File: config.mk
export PLATFORM = sky130hd
export DESIGN_NAME = sbs_status
export DESIGN_NICKNAME = d
export VERILOG_FILES = /design/src/hdl/sbs_pkg.sv /design/src/hdl/sbs_evt_sync.sv /design/src/hdl/sbs_status.sv
export SDC_FILE = /design/constraint.sdc
export NUM_CORES = 1
export LEC_CHECK = 0
export CORE_MARGIN = 8
export CORE_UTILIZATION = 55
export CTS_CLUSTER_SIZE = 28
export DETAILED_ROUTE_END_ITERATION = 10
export DONT_BUFFER_PORTS = 1
export PLACE_DENSITY = 0.7
export SYNTH_ARGS = -nofsm -noshare
export SYNTH_HDL_FRONTEND = slang
export SYNTH_SLANG_ARGS = --single-unit
export TNS_END_PERCENT = 50
File: constraint.sdc
create_clock -name i_core_clk -period 1.99 [get_ports i_core_clk]
set_input_delay 0.199 -clock i_core_clk [delete_from_list [all_inputs] [get_ports i_core_clk]]
set_output_delay 0.199 -clock i_core_clk [all_outputs]
set_load 0.01 [all_outputs]
File: src/hdl/sbs_pkg.sv
package sbs_pkg;

  // Register byte offsets inside the APB window
  localparam logic [7:0] SBS_OFS_STATUS = 8'h00;
  localparam logic [7:0] SBS_OFS_CLR = 8'h04;
  localparam logic [7:0] SBS_OFS_SET = 8'h08;
  localparam logic [7:0] SBS_OFS_INV = 8'h0c;

  // Field positions in the status word
  localparam int SBS_BIT_IN_ALL_FULL = 15;
  localparam int SBS_BIT_IN_OVF = 14;
  localparam int SBS_LSB_IN_SLOT = 8;
  localparam int SBS_BIT_OUT_ALL_EMPTY = 7;
  localparam int SBS_BIT_OUT_UDF = 6;
  localparam int SBS_LSB_OUT_SLOT = 0;

  // Number of byte buffers on each side
  localparam int SBS_NBUF = 4;

  // Reset values of the flags
  localparam logic [3:0] SBS_RST_IN_SLOT = 4'h0;
  localparam logic [3:0] SBS_RST_OUT_SLOT = 4'hf;
  localparam logic SBS_RST_OVF = 1'b0;
  localparam logic SBS_RST_UDF = 1'b0;

  // Number of flops in the event synchroniser chain
  localparam int SBS_SYNC_STAGES = 3;

  // Alias operations selected by the address
  typedef enum logic [1:0] {
    SBS_OP_WRITE,
    SBS_OP_CLR,
    SBS_OP_SET,
    SBS_OP_INV
  } sbs_op_t;

  // APB request from the master
  typedef struct packed {
    logic psel;
    logic penable;
    logic pwrite;
    logic [7:0] paddr;
    logic [31:0] pwdata;
  } sbs_apb_req_t;

  // APB answer to the master
  typedef struct packed {
    logic pready;
    logic pslverr;
    logic [31:0] prdata;
  } sbs_apb_rsp_t;

endpackage

File: src/hdl/sbs_evt_sync.sv
`timescale 1ns/10ps
`default_nettype none
module sbs_evt_sync import sbs_pkg::*; (
  input wire logic i_core_clk,
  input wire logic i_nrst,
  input wire logic [7:0] i_tgl,
  output logic [7:0] o_pulse
);

  logic [7:0] meta_r;
  logic [7:0] sync_r;
  logic [7:0] last_r;
  logic [2:0] arm_r;

  localparam int pulse_lat = SBS_SYNC_STAGES - 1;

  // Toggle crossing: each far-side event flips one line, so no event is
  // lost however short it was on the far side
  always_ff @(posedge i_core_clk or negedge i_nrst) begin
    if (!i_nrst) begin
      meta_r <= 8'h00;
      sync_r <= 8'h00;
      last_r <= 8'h00;
    end else begin
      meta_r <= i_tgl;
      sync_r <= meta_r;
      last_r <= sync_r;
    end
  end

  // Detector stays blind until all stages hold the far level, so a line that
  // idles high across reset gives no false event; a flip in the very first
  // cycle after reset is taken as the line's level
  always_ff @(posedge i_core_clk or negedge i_nrst) begin
    if (!i_nrst) begin
      arm_r <= 3'h0;
    end else begin
      arm_r <= {arm_r[1:0], 1'b1};
    end
  end

  // One-cycle pulse per flip, taken only from the settled stages
  assign o_pulse = (sync_r ^ last_r) & {8{arm_r[2]}};
endmodule
`default_nettype wire

File: src/hdl/sbs_status.sv
// Contract
// - Input-all-full reads 1 only while every input buffer holds data.
// - A master write to a full input buffer sets overflow; only software clears it.
// - Each input slot flag is 1 while its buffer holds unread data and 0 after a read.
// - Output-all-empty reads 1 only while every output buffer is empty.
// - A master read of an empty output buffer sets underflow until software clears it.
// - Reserved status bits are written as zero and read as zero here.
// - The alias at +0x4 clears each implemented bit written with a one. Here only overflow and underflow do.
// - The alias at +0x8 sets each implemented bit written with a one. Here only overflow and underflow do.
// - The alias at +0xC inverts each implemented bit written with a one. Here only overflow and underflow do.
// - Each output slot flag is 1 while empty and 0 from a software write until taken.
//
// Our own choices: the APB register port and the placing of the registers.
`timescale 1ns/10ps
`default_nettype none
module sbs_status import sbs_pkg::*; (
  input wire logic i_core_clk,
  input wire logic i_nrst,
  input wire sbs_apb_req_t i_apb,
  output sbs_apb_rsp_t o_apb,
  input wire logic [3:0] i_ext_wr_tgl,
  input wire logic [3:0] i_ext_rd_tgl,
  input wire logic [3:0] i_sw_in_rd,
  input wire logic [3:0] i_sw_out_wr,
  output logic [3:0] o_in_slot_full,
  output logic [3:0] o_out_slot_empty,
  output logic o_input_all_full,
  output logic o_output_all_empty
);

  sbs_apb_rsp_t rsp_r;
  logic [3:0] in_full_r;
  logic [3:0] in_full_nxt;
  logic [3:0] out_empty_r;
  logic [3:0] out_empty_nxt;
  logic ovf_r;
  logic ovf_nxt;
  logic udf_r;
  logic udf_nxt;
  logic all_full_r;
  logic all_empty_r;
  logic [7:0] evt_pulse;
  logic [3:0] ext_wr_p;
  logic [3:0] ext_rd_p;
  logic acc;
  logic wr_en;
  logic map_hit;
  sbs_op_t op;
  logic ovf_hw;
  logic udf_hw;

  // Function to apply a software write or alias write to one R/W bit
  function automatic logic sw_bit(input logic cur, input sbs_op_t o, input logic d);
    logic r;
    r = cur;
    case (o)
      SBS_OP_WRITE: r = d;
      SBS_OP_CLR: r = cur & ~d;
      SBS_OP_SET: r = cur | d;
      SBS_OP_INV: r = cur ^ d;
      default: r = cur;
    endcase
    return r;
  endfunction

  // Function to assemble the status word; reserved bits stay zero
  function automatic logic [31:0] status_word(input logic afull, input logic ovf,
      input logic [3:0] ifull, input logic aempty, input logic udf, input logic [3:0] oempty);
    logic [31:0] w;
    w = 32'h0000_0000;
    w[SBS_BIT_IN_ALL_FULL] = afull;
    w[SBS_BIT_IN_OVF] = ovf;
    w[SBS_LSB_IN_SLOT +: SBS_NBUF] = ifull;
    w[SBS_BIT_OUT_ALL_EMPTY] = aempty;
    w[SBS_BIT_OUT_UDF] = udf;
    w[SBS_LSB_OUT_SLOT +: SBS_NBUF] = oempty;
    return w;
  endfunction

  // Far-side buffer events cross into the bus clock domain
  sbs_evt_sync u_evt_sync (
    .i_core_clk(i_core_clk),
    .i_nrst(i_nrst),
    .i_tgl({i_ext_rd_tgl, i_ext_wr_tgl}),
    .o_pulse(evt_pulse)
  );

  assign ext_wr_p = evt_pulse[3:0];
  assign ext_rd_p = evt_pulse[7:4];

  // Address decode and the one edge at which a write lands
  assign acc = i_apb.psel & i_apb.penable;
  assign wr_en = acc & i_apb.pwrite & rsp_r.pready;
  assign map_hit = (i_apb.paddr == SBS_OFS_STATUS) || (i_apb.paddr == SBS_OFS_CLR) ||
                   (i_apb.paddr == SBS_OFS_SET) || (i_apb.paddr == SBS_OFS_INV);

  always_comb begin
    case (i_apb.paddr)
      SBS_OFS_CLR: op = SBS_OP_CLR;
      SBS_OFS_SET: op = SBS_OP_SET;
      SBS_OFS_INV: op = SBS_OP_INV;
      default: op = SBS_OP_WRITE;
    endcase
  end

  // Hardware error events: a write into a full slot, a read of an empty one
  assign ovf_hw = |(ext_wr_p & in_full_r);
  assign udf_hw = |(ext_rd_p & out_empty_r);

  // Next values of the flags; hardware set always beats a software clear
  always_comb begin
    in_full_nxt = (in_full_r & ~i_sw_in_rd) | ext_wr_p;
    out_empty_nxt = (out_empty_r & ~i_sw_out_wr) | ext_rd_p;
    ovf_nxt = ovf_r;
    udf_nxt = udf_r;
    if (wr_en && map_hit) begin
      ovf_nxt = sw_bit(ovf_r, op, i_apb.pwdata[SBS_BIT_IN_OVF]);
      udf_nxt = sw_bit(udf_r, op, i_apb.pwdata[SBS_BIT_OUT_UDF]);
    end
    if (ovf_hw) begin
      ovf_nxt = 1'b1;
    end
    if (udf_hw) begin
      udf_nxt = 1'b1;
    end
  end

  // Slot flags follow buffer traffic only; software cannot force them
  always_ff @(posedge i_core_clk or negedge i_nrst) begin
    if (!i_nrst) begin
      in_full_r <= SBS_RST_IN_SLOT;
      out_empty_r <= SBS_RST_OUT_SLOT;
    end else begin
      in_full_r <= in_full_nxt;
      out_empty_r <= out_empty_nxt;
    end
  end

  // Sticky error flags
  always_ff @(posedge i_core_clk or negedge i_nrst) begin
    if (!i_nrst) begin
      ovf_r <= SBS_RST_OVF;
      udf_r <= SBS_RST_UDF;
    end else begin
      ovf_r <= ovf_nxt;
      udf_r <= udf_nxt;
    end
  end

  // Aggregates held in flops built from the next slot values, so they
  // never lag the slot flags by a cycle
  always_ff @(posedge i_core_clk or negedge i_nrst) begin
    if (!i_nrst) begin
      all_full_r <= &SBS_RST_IN_SLOT;
      all_empty_r <= &SBS_RST_OUT_SLOT;
    end else begin
      all_full_r <= &in_full_nxt;
      all_empty_r <= &out_empty_nxt;
    end
  end

  // APB answer: one wait state, so read data comes from a flop at a known edge
  always_ff @(posedge i_core_clk or negedge i_nrst) begin
    if (!i_nrst) begin
      rsp_r <= '0;
    end else begin
      rsp_r.pready <= acc & ~rsp_r.pready;
      rsp_r.pslverr <= acc & ~rsp_r.pready & ~map_hit;
      if (acc && !rsp_r.pready && !i_apb.pwrite && i_apb.paddr == SBS_OFS_STATUS) begin
        rsp_r.prdata <= status_word(all_full_r, ovf_r, in_full_r,
                                    all_empty_r, udf_r, out_empty_r);
      end else begin
        rsp_r.prdata <= 32'h0000_0000; // Aliases and holes read as zero
      end
    end
  end

  assign o_apb = rsp_r;
  assign o_in_slot_full = in_full_r;
  assign o_out_slot_empty = out_empty_r;
  assign o_input_all_full = all_full_r;
  assign o_output_all_empty = all_empty_r;
endmodule
`default_nettype wire

# Yosys cells after proc, flatten, opt, wreduce, memory -nomap -nowiden
# Index checks and enable logic that the tools add are counted.
# W data, S select, Z words.
[totals] latchBits=0 n_memories=0 register_bits=73 mem_bits_rw=0 output_inout_bits=44 word_cells=69 input_bits=61 romBits=0
[op_classes] n_addsub=0 reduce_logical=17 magnitude_cmp=0 div_mod_pow=0 shift=0 mux=8 n_mul=0 bitwise=25 eq_ne=6
[op_table] cell="$and A4 B4 Y4" n=4
[op_table] cell="$eq A8 B4 Y1 const B" n=2
[op_table] cell="$mux W16" n=1
[op_table] cell="$and A8 B8 Y8" n=1
[op_table] cell="$eq A8 B3 Y1 const B" n=1
[op_table] cell="$logic_not A8 Y1" n=1
[op_table] cell="$not A4 Y4" n=2
[op_table] cell="$or A4 B4 Y4" n=2
[op_table] cell="$pmux W1 S4" n=2
[op_table] cell="$reduce_and A4 Y1" n=2
[op_table] cell="$reduce_or A4 Y1" n=2
[op_table] cell="$xor A8 B8 Y8" n=1
[op_table] cell="$and A1 B1 Y1" n=7
[op_table] cell="$pmux W2 S3" n=1
[op_table] cell="$eq A2 B2 Y1 const B" n=2
[op_table] cell="$logic_and A1 B1 Y1" n=4
[op_table] cell="$mux W1" n=4
[op_table] cell="$not A1 Y1" n=4
[op_table] cell="$reduce_bool A2 Y1" n=2
[op_table] cell="$logic_or A1 B1 Y1" n=3
[op_table] cell="$eq A2 B1 Y1 const B" n=1
[op_table] cell="$logic_not A1 Y1" n=2
[op_table] cell="$logic_not A2 Y1" n=1
[op_table] cell="$or A1 B1 Y1" n=2
[op_table] cell="$xor A1 B1 Y1" n=2

# Logic depth before layout (Yosys ltp)
# Gate-level depths: netlist of run 1.
[depth] depth_word=7 mapped_depth=6 depth_no_buf=6

# By module
# Synthesis of run 1 repeated with hierarchy kept, for this count alone.
[hier_totals] cells_unflattened=152 hier_area_um2=2059.5
[modules_own_cells] mod="sbs_status" area_per_inst_um2=1260.0 cells_per_inst=108 instances=1 seq_area_each_um2=656.9
[modules_own_cells] mod="sbs_evt_sync" area_per_inst_um2=799.5 cells_per_inst=44 instances=1 seq_area_each_um2=675.6

# Worst setup path before layout of run 1
# OpenSTA, ideal clock, no wires.
[synth_timing] path_kind="register to register" startpoint="reg ovf_r" endpoint="reg ovf_r" setup_time_ps=126 arrival_time_ps=1465 setup_slack_ps=398 stages_incl_launch_ff=6 required_ps=1864 path_cell_list="dfrtp_1 > inv_1 > ha_1 > mux4_2 > nor2b_1 > a221o_1"
[synth_via] elab_chain_len=4 elab_cells_between_ends=6 classes_between="3 x mux; 3 x bitwise"
[synth_lines] item="from (decl)" line="sbs_status.sv:36" rtl="logic ovf_r;"
[synth_lines] item="from (signal assigned)" line="sbs_status.sv:145" rtl="ovf_r <= ovf_nxt;"
[synth_lines] item="$xor A1 B1 Y1, or another cell as far along" line="sbs_status.sv:60" rtl="SBS_OP_INV: r = cur ^ d;"
[synth_lines] item="$pmux W1 S4 *" line="sbs_status.sv:56" rtl="case (o)"
[synth_lines] item="$mux W1 *" line="sbs_status.sv:116" rtl="if (wr_en && map_hit) begin"
[synth_lines] item="$mux W1 *" line="sbs_status.sv:120" rtl="if (ovf_hw) begin"
# Mark *: on every way between the ends. The rest lies on a longest branch, timed or not. The select of a mux whose other input is x is not followed.
# A chain may end at the register's enable or synchronous reset.

# Worst setup path in the final report of run 1
# Same ends and word-level chain as after synthesis.

==> flow_summary.yaml, run 1 <==
routing:
  wirelength_um: 3610
  wire_per_inst_um: 16.3
  drt_iter0_drc: 70
  drc: 0
  routed_via_density: 4.82
  via_count: 1071
  ant_nets: 0
  first_pass_iters: 4
final_layout:
  diodes: 0
  num-fill-cells: 272
  design_area_um2: 2290
  drive_gt1_share_pct: 9.77
  syn2layout_area_growth_pct: 13.0
  fin_nets: 238
setup_path:
  path_cells: "inv_1 > ha_1 > mux4_2 > nor2b_1 > a221o_1"
  cp-end-kind: "flop"
  worstRegToRegCells: 5
  worstPathMaxFanout: 4
  cp.arrival_ps: 1900
  crit_type: "flop to flop"
  critPathLaunchType: "flop"
  max_stage_delay_ps: 470
  crit_slowest_cell: "mux4_2"
  required_ps: 2190
floorplanning:
  dieArea_um2: 5880
  die_y_um: 76.7
  ios: 105
  rows: 22
  core_um2: 3610
  start_util_pct: 56.1
  die_w_um: 76.7
clock_tree:
  clock_latency_ps: 300
  cts_buffer_depth: 2
  clkSinkCount: 53
  clk_pin_slew_ps: 90
  cts-root-buf: "clkbuf_8"
  post_cts_resized: 0
  numCtsBuffers: 5
  htree_levels: 2
  cts_tree: "done"
  post_cts_buffers: 0
yosys:
  postSynthCellCount: 155
  synth_top_cells_by_area: "dfrtp_1 59%, buf_4 7.4%, dfstp_2 6.5%"
  synth_seq_cells: 53
  synth_edf_count: 0
  synth.most_common_cell: "dfrtp_1"
  async_flop_share_pct: 100
  synthFlopType: "dfrtp_1"
  synth.top_cell.area_share_pct: 59.3
  ys.warnings.count: 0
  synth-seq-area-share_pct: 65.8
  ys_types: 23
  synth_common_cells: "48 x dfrtp_1, 20 x buf_4, 15 x inv_1"
  synth_area_um2: 2020
  synth_largest_area_cell: "dfrtp_1"
  avgSynthCellArea_um2: 13.1
power:
  vdd_drop_max_mv: 0.522
  clkPwrFrac_pct: 38.4
  p_comb_share_pct: 6.5
  p_per_area_nw_per_um2: 943
  sw_frac_of_total_pct: 21.5
  p_sw_uw: 465
  p_int_uw: 1690
  seqPwrFrac_pct: 55.1
  leakage_uw: 0.00112
timing:
  slew_viol_final: 0
  fmax_mhz: 587
  fin_crit_sh_pct: 85.6
  setup_slack_ps: 287
  rsz0062_at_grt: "no"
  hold_violations: 0
  fin_skew_ps: 7.69
  finalSetupViolations: 0
  finalCriticalPeriod_ps: 1700
  tns_ps: 0
  hold-worst-slack_ps: 13.8
grt:
  grt_max_degree: 54
  grtUsageTotal_pct: 12.7
  grt_pass1_vias: 1206
  antenna_found_initial: 0
  grt_pass1_wl_um: 5900
  overflow: 0
placed_design:
  gp_congestion: 0.731
  dp_slack_ps: 322
  dpl_cell_area_um2: 2000
  dp_hpwl_um: 2570
  io_buffers: 0
worst_hold_path:
  min_path_type: "input port to flop"
  min_path_cells: 1
flow_run:
  drv_cap: 0
outcome:
  run_status: "finished clean"
-- cell usage in the layout (no fill, tap or decap) --
master and n:
a31oi_1 1, bufinv_16 2, dfrtp_1 48, nand3b_1 1, dfstp_2 5, and4_1 4, a22oi_1 4, xor2_1 8
ha_1 4, nor4_1 1, o21ai_0 8, inv_1 15, a221o_1 2, nor2_8 1, clkbuf_8 5, nor2b_1 2
and2_1 12, nand2_1 10, conb_1 21, buf_16 1, mux4_2 2, clkinv_2 1, dlygate4sd3_1 13, nor2_1 2
nand4_1 1
-- power groups by stage --
stage               clock network, uW  logic (uW)  registers (uW)
floorplan                           0         110            1190
global placement                    0        87.3            1210
detailed placement                  0        91.6            1210
CTS                               857         141            1190
global route                      893         160            1200
finish                            828         141            1190
-- metrics by stage --
step	utilization, %	std cells	total power [uW]
after floorplan	-	174	1300
after global placement	55.4	200	1300
after detailed placement	55.4	200	1300
after CTS	63.5	222	2190
after global routing	63.5	222	2250
final	63.5	222	2160
-- state kept, by name, summed over array words and instances (netlist names) --
register	cells
u_evt_sync.meta_r	8
u_evt_sync.arm_r	3
o_in_slot_full	4
o_output_all_empty	1
o_input_all_full	1
o_apb	14
udf_r	1
u_evt_sync.last_r	8
u_evt_sync.sync_r	8
ovf_r	1
o_out_slot_empty	4
-- timing repair --
item,4_1_cts,5_1_grt
hold buffers,14,0
hold endpoints to repair,65,0
setup endpoints to repair,0,0
-- final timing paths --
check / from / to / slack, ps
setup reg to reg: ovf_r$_DFFE_PN0P_ / ovf_r$_DFFE_PN0P_ / 290
hold / removal: i_sw_in_rd[3] / o_in_slot_full[3]$_DFF_PN0_ / 10
hold reg to reg: u_evt_sync.meta_r[5]$_DFF_PN0_ / u_evt_sync.sync_r[5]$_DFF_PN0_ / 350
min in group asynchronous: i_nrst / o_apb[6]$_DFF_PN0_ / 400
max in group asynchronous: i_nrst / o_out_slot_empty[2]$_DFF_PN1_ / 1310
setup / recovery: ovf_r$_DFFE_PN0P_ / ovf_r$_DFFE_PN0P_ / 290
-- kinds of logic after synthesis --
| logic type | count (synthesis) | share of synthesized area [%] |
|---|---|---|
| AO/OA/AOI/OAI | 15 | 4.76 |
| XOR/XNOR | 8 | 3.46 |
| buffers and inverters | 37 | 10.6 |
| other | 2 | 0.371 |
| flip-flops | 53 | 65.8 |
| AND/OR/NAND/NOR | 34 | 10.3 |
| multiplexers | 2 | 2.22 |
| adder cells (fa/ha/maj) | 4 | 2.47 |
-- critical path, delay by kind of cell (launching register included) --
kind,cells,cell delay [ps]
AOI/OAI and AO/OA,1,260
adders and majority gates,1,260
buffers and inverters,1,60
DFF,1,390
muxes,1,470
and+or+nand+nor,1,150
-- cell type report --
type                       count  area [um^2]  area share (%)
multi-input combinational     84          548            23.9
tap                           48         60.1            2.62
inverter                      15         56.3            2.46
sequential                    53         1330            58.2
clock inverter                 3         65.1            2.84
clock buffer                   5         68.8            3.01
timing repair buffer          14          158            6.89
-- layer usage --
layer  vias to the layer above  GRT usage [%]  wire [um]
met5                         -              0          0
met3                        10           6.29        342
li1                        491              -          -
met1                       524           12.2       1300
met2                        46           21.8       1870
met4                         0           6.92         95
Note: power is estimated with default switching activity, not from simulation.
==> run 2, diff against run 1 <==
--- a/config.mk
+++ b/config.mk
@@ -10,7 +10,7 @@
 export CTS_CLUSTER_SIZE = 28
 export DETAILED_ROUTE_END_ITERATION = 10
 export DONT_BUFFER_PORTS = 1
-export PLACE_DENSITY = 0.7
+export PLACE_DENSITY = 0.8
 export SYNTH_ARGS = -nofsm -noshare
 export SYNTH_HDL_FRONTEND = slang
 export SYNTH_SLANG_ARGS = --single-unit
==> run 2 against run 1 <==
Critical path depth unchanged. Clock-buffer cell count up 2. Worst setup slack better by 4.9 ps. Largest cell class unchanged. Critical endpoint unchanged. Largest power group unchanged. Power down 9.0%. Utilization down 0.90 points.
==> flow_summary.yaml, run 2 (same netlist as run 1, synthesis figures left out) <==
placed_design:
  dp_hpwl_um: 2700
  dp_slack_ps: 302
  io_buffers: 0
  gp_congestion: 0.826
setup_path:
  r2r_setup_slack_ps: 290
  critPathLaunchType: "flop"
  max_stage_delay_ps: 470
  crit_slowest_cell: "mux4_2"
  cp.arrival_ps: 1890
  crit_type: "flop to flop"
  reg2reg_to: "ovf_r$_DFFE_PN0P_"
  path_cells: "inv_1 > ha_1 > mux4_2 > nor2b_1 > a221o_1"
  cp_top_family: "multiplexers"
  path_buf_inv: 1
  worstRegToRegCells: 5
  required_ps: 2180
  worstReg2RegStart: "ovf_r$_DFFE_PN0P_"
  worstPathMaxFanout: 4
  cp-end-kind: "flop"
floorplanning:
  core_um2: 3610
  ios: 105
  start_util_pct: 56.1
  rows: 22
  dieArea_um2: 5880
  die_w_um: 76.7
  die_y_um: 76.7
routing:
  drt_iter0_drc: 71
  first_pass_iters: 4
  routed_via_density: 4.90
  wire_per_inst_um: 16.5
  drc: 0
  ant_nets: 0
  wirelength_um: 3660
  via_count: 1088
grt:
  antenna_found_initial: 2
  grt_pass1_vias: 1230
  grt_pass1_wl_um: 6330
  overflow: 0
  grt_max_degree: 54
  grtUsageTotal_pct: 13.6
power:
  p_per_area_nw_per_um2: 871
  vdd_drop_max_mv: 0.539
  leakage_uw: 0.00110
worst_hold_path:
  min_from: "i_sw_in_rd[0]"
  min_to: "o_in_slot_full[0]$_DFF_PN0_"
  min_path_cells: 1
  min_path_type: "input port to flop"
clock_tree:
  post_cts_resized: 0
  numCtsBuffers: 5
  clk_pin_slew_ps: 90
  htree_levels: 2
  cts-root-buf: "clkbuf_8"
  cts_hold_buffers: 14
  post_cts_buffers: 0
  clkSinkCount: 53
  clock_latency_ps: 300
  cts_tree: "done"
  cts_buffer_depth: 2
outcome:
  run_status: "finished clean"
flow_run:
  drv_cap: 0
timing:
  tns_ps: 0
  finalCriticalPeriod_ps: 1700
  fin_skew_ps: 10.0
  setup_slack_ps: 292
  slew_viol_final: 0
  finalSetupViolations: 0
  hold_violations: 0
  fin_crit_sh_pct: 85.3
  fmax_mhz: 589
  rsz0062_at_grt: "no"
final_layout:
  largest_reg_flops: 14
  syn2layout_area_growth_pct: 11.4
  fin_nets: 238
  diodes: 0
  drive_gt1_share_pct: 9.77
  final_common_cell: "dfrtp_1"
  final_cell_mix: "48 x dfrtp_1, 21 x conb_1, 15 x inv_1"
## run 2: cell types whose count changed in the layout (fill, tap and decap cells not counted)
cell       change
clkbuf_8       +2
bufinv_16      -2
## run 2: report_power, final
| group | switching (uW) | total [uW] | internal, uW | leakage (uW) |
|---|---|---|---|---|
| clock | 318 | 632 | 314 | 0.0000542 |
| sequential | 52.9 | 1190 | 1140 | 0.000641 |
| combinational | 84.9 | 144 | 58.9 | 0.000409 |
## run 2: worst max path at each step
stage / from / endpoint / slack, ps / cells after the start
final: ovf_r$_DFFE_PN0P_ / ovf_r$_DFFE_PN0P_ / 290 / 5
after global routing: ovf_r$_DFFE_PN0P_ / ovf_r$_DFFE_PN0P_ / 220 / 5
after CTS: ovf_r$_DFFE_PN0P_ / ovf_r$_DFFE_PN0P_ / 280 / 5
after detailed placement: ovf_r$_DFFE_PN0P_ / ovf_r$_DFFE_PN0P_ / 300 / 5
after global placement: udf_r$_DFFE_PN0P_ / udf_r$_DFFE_PN0P_ / 350 / 5
after floorplan: ovf_r$_DFFE_PN0P_ / ovf_r$_DFFE_PN0P_ / 400 / 5
## run 2: layer usage
metal | track usage (%) | vias to the layer above | routed length (um)
li1 | - | 489 | -
met1 | 13.0 | 534 | 1300
met2 | 23.2 | 52 | 1940
met3 | 7.81 | 9 | 358
met4 | 5.96 | 4 | 38
met5 | 0 | - | 27
## run 2: layout make-up
type / instances / area, um^2
clock buffers: 7 / 96.3
inverters: 15 / 56.3
multi-input cells: 84 / 548
well taps: 48 / 60.1
flip-flops and latches: 53 / 1330
clock inverters: 1 / 5.00
fillers: 286 / 1350
repair buffers: 14 / 158
## run 2: metrics by stage
step	area [um^2]	total power, uW	utilization [%]	instances	hold slack [ps]
after floorplan	2100	1300	-	174	-96.6
after global placement	2000	1300	55.4	200	-95.1
after detailed placement	2000	1310	55.4	200	-94.8
after CTS	2260	1990	62.6	222	2.05
after global routing	2260	2050	62.6	222	3.97
final	2260	1960	62.6	222	23.7
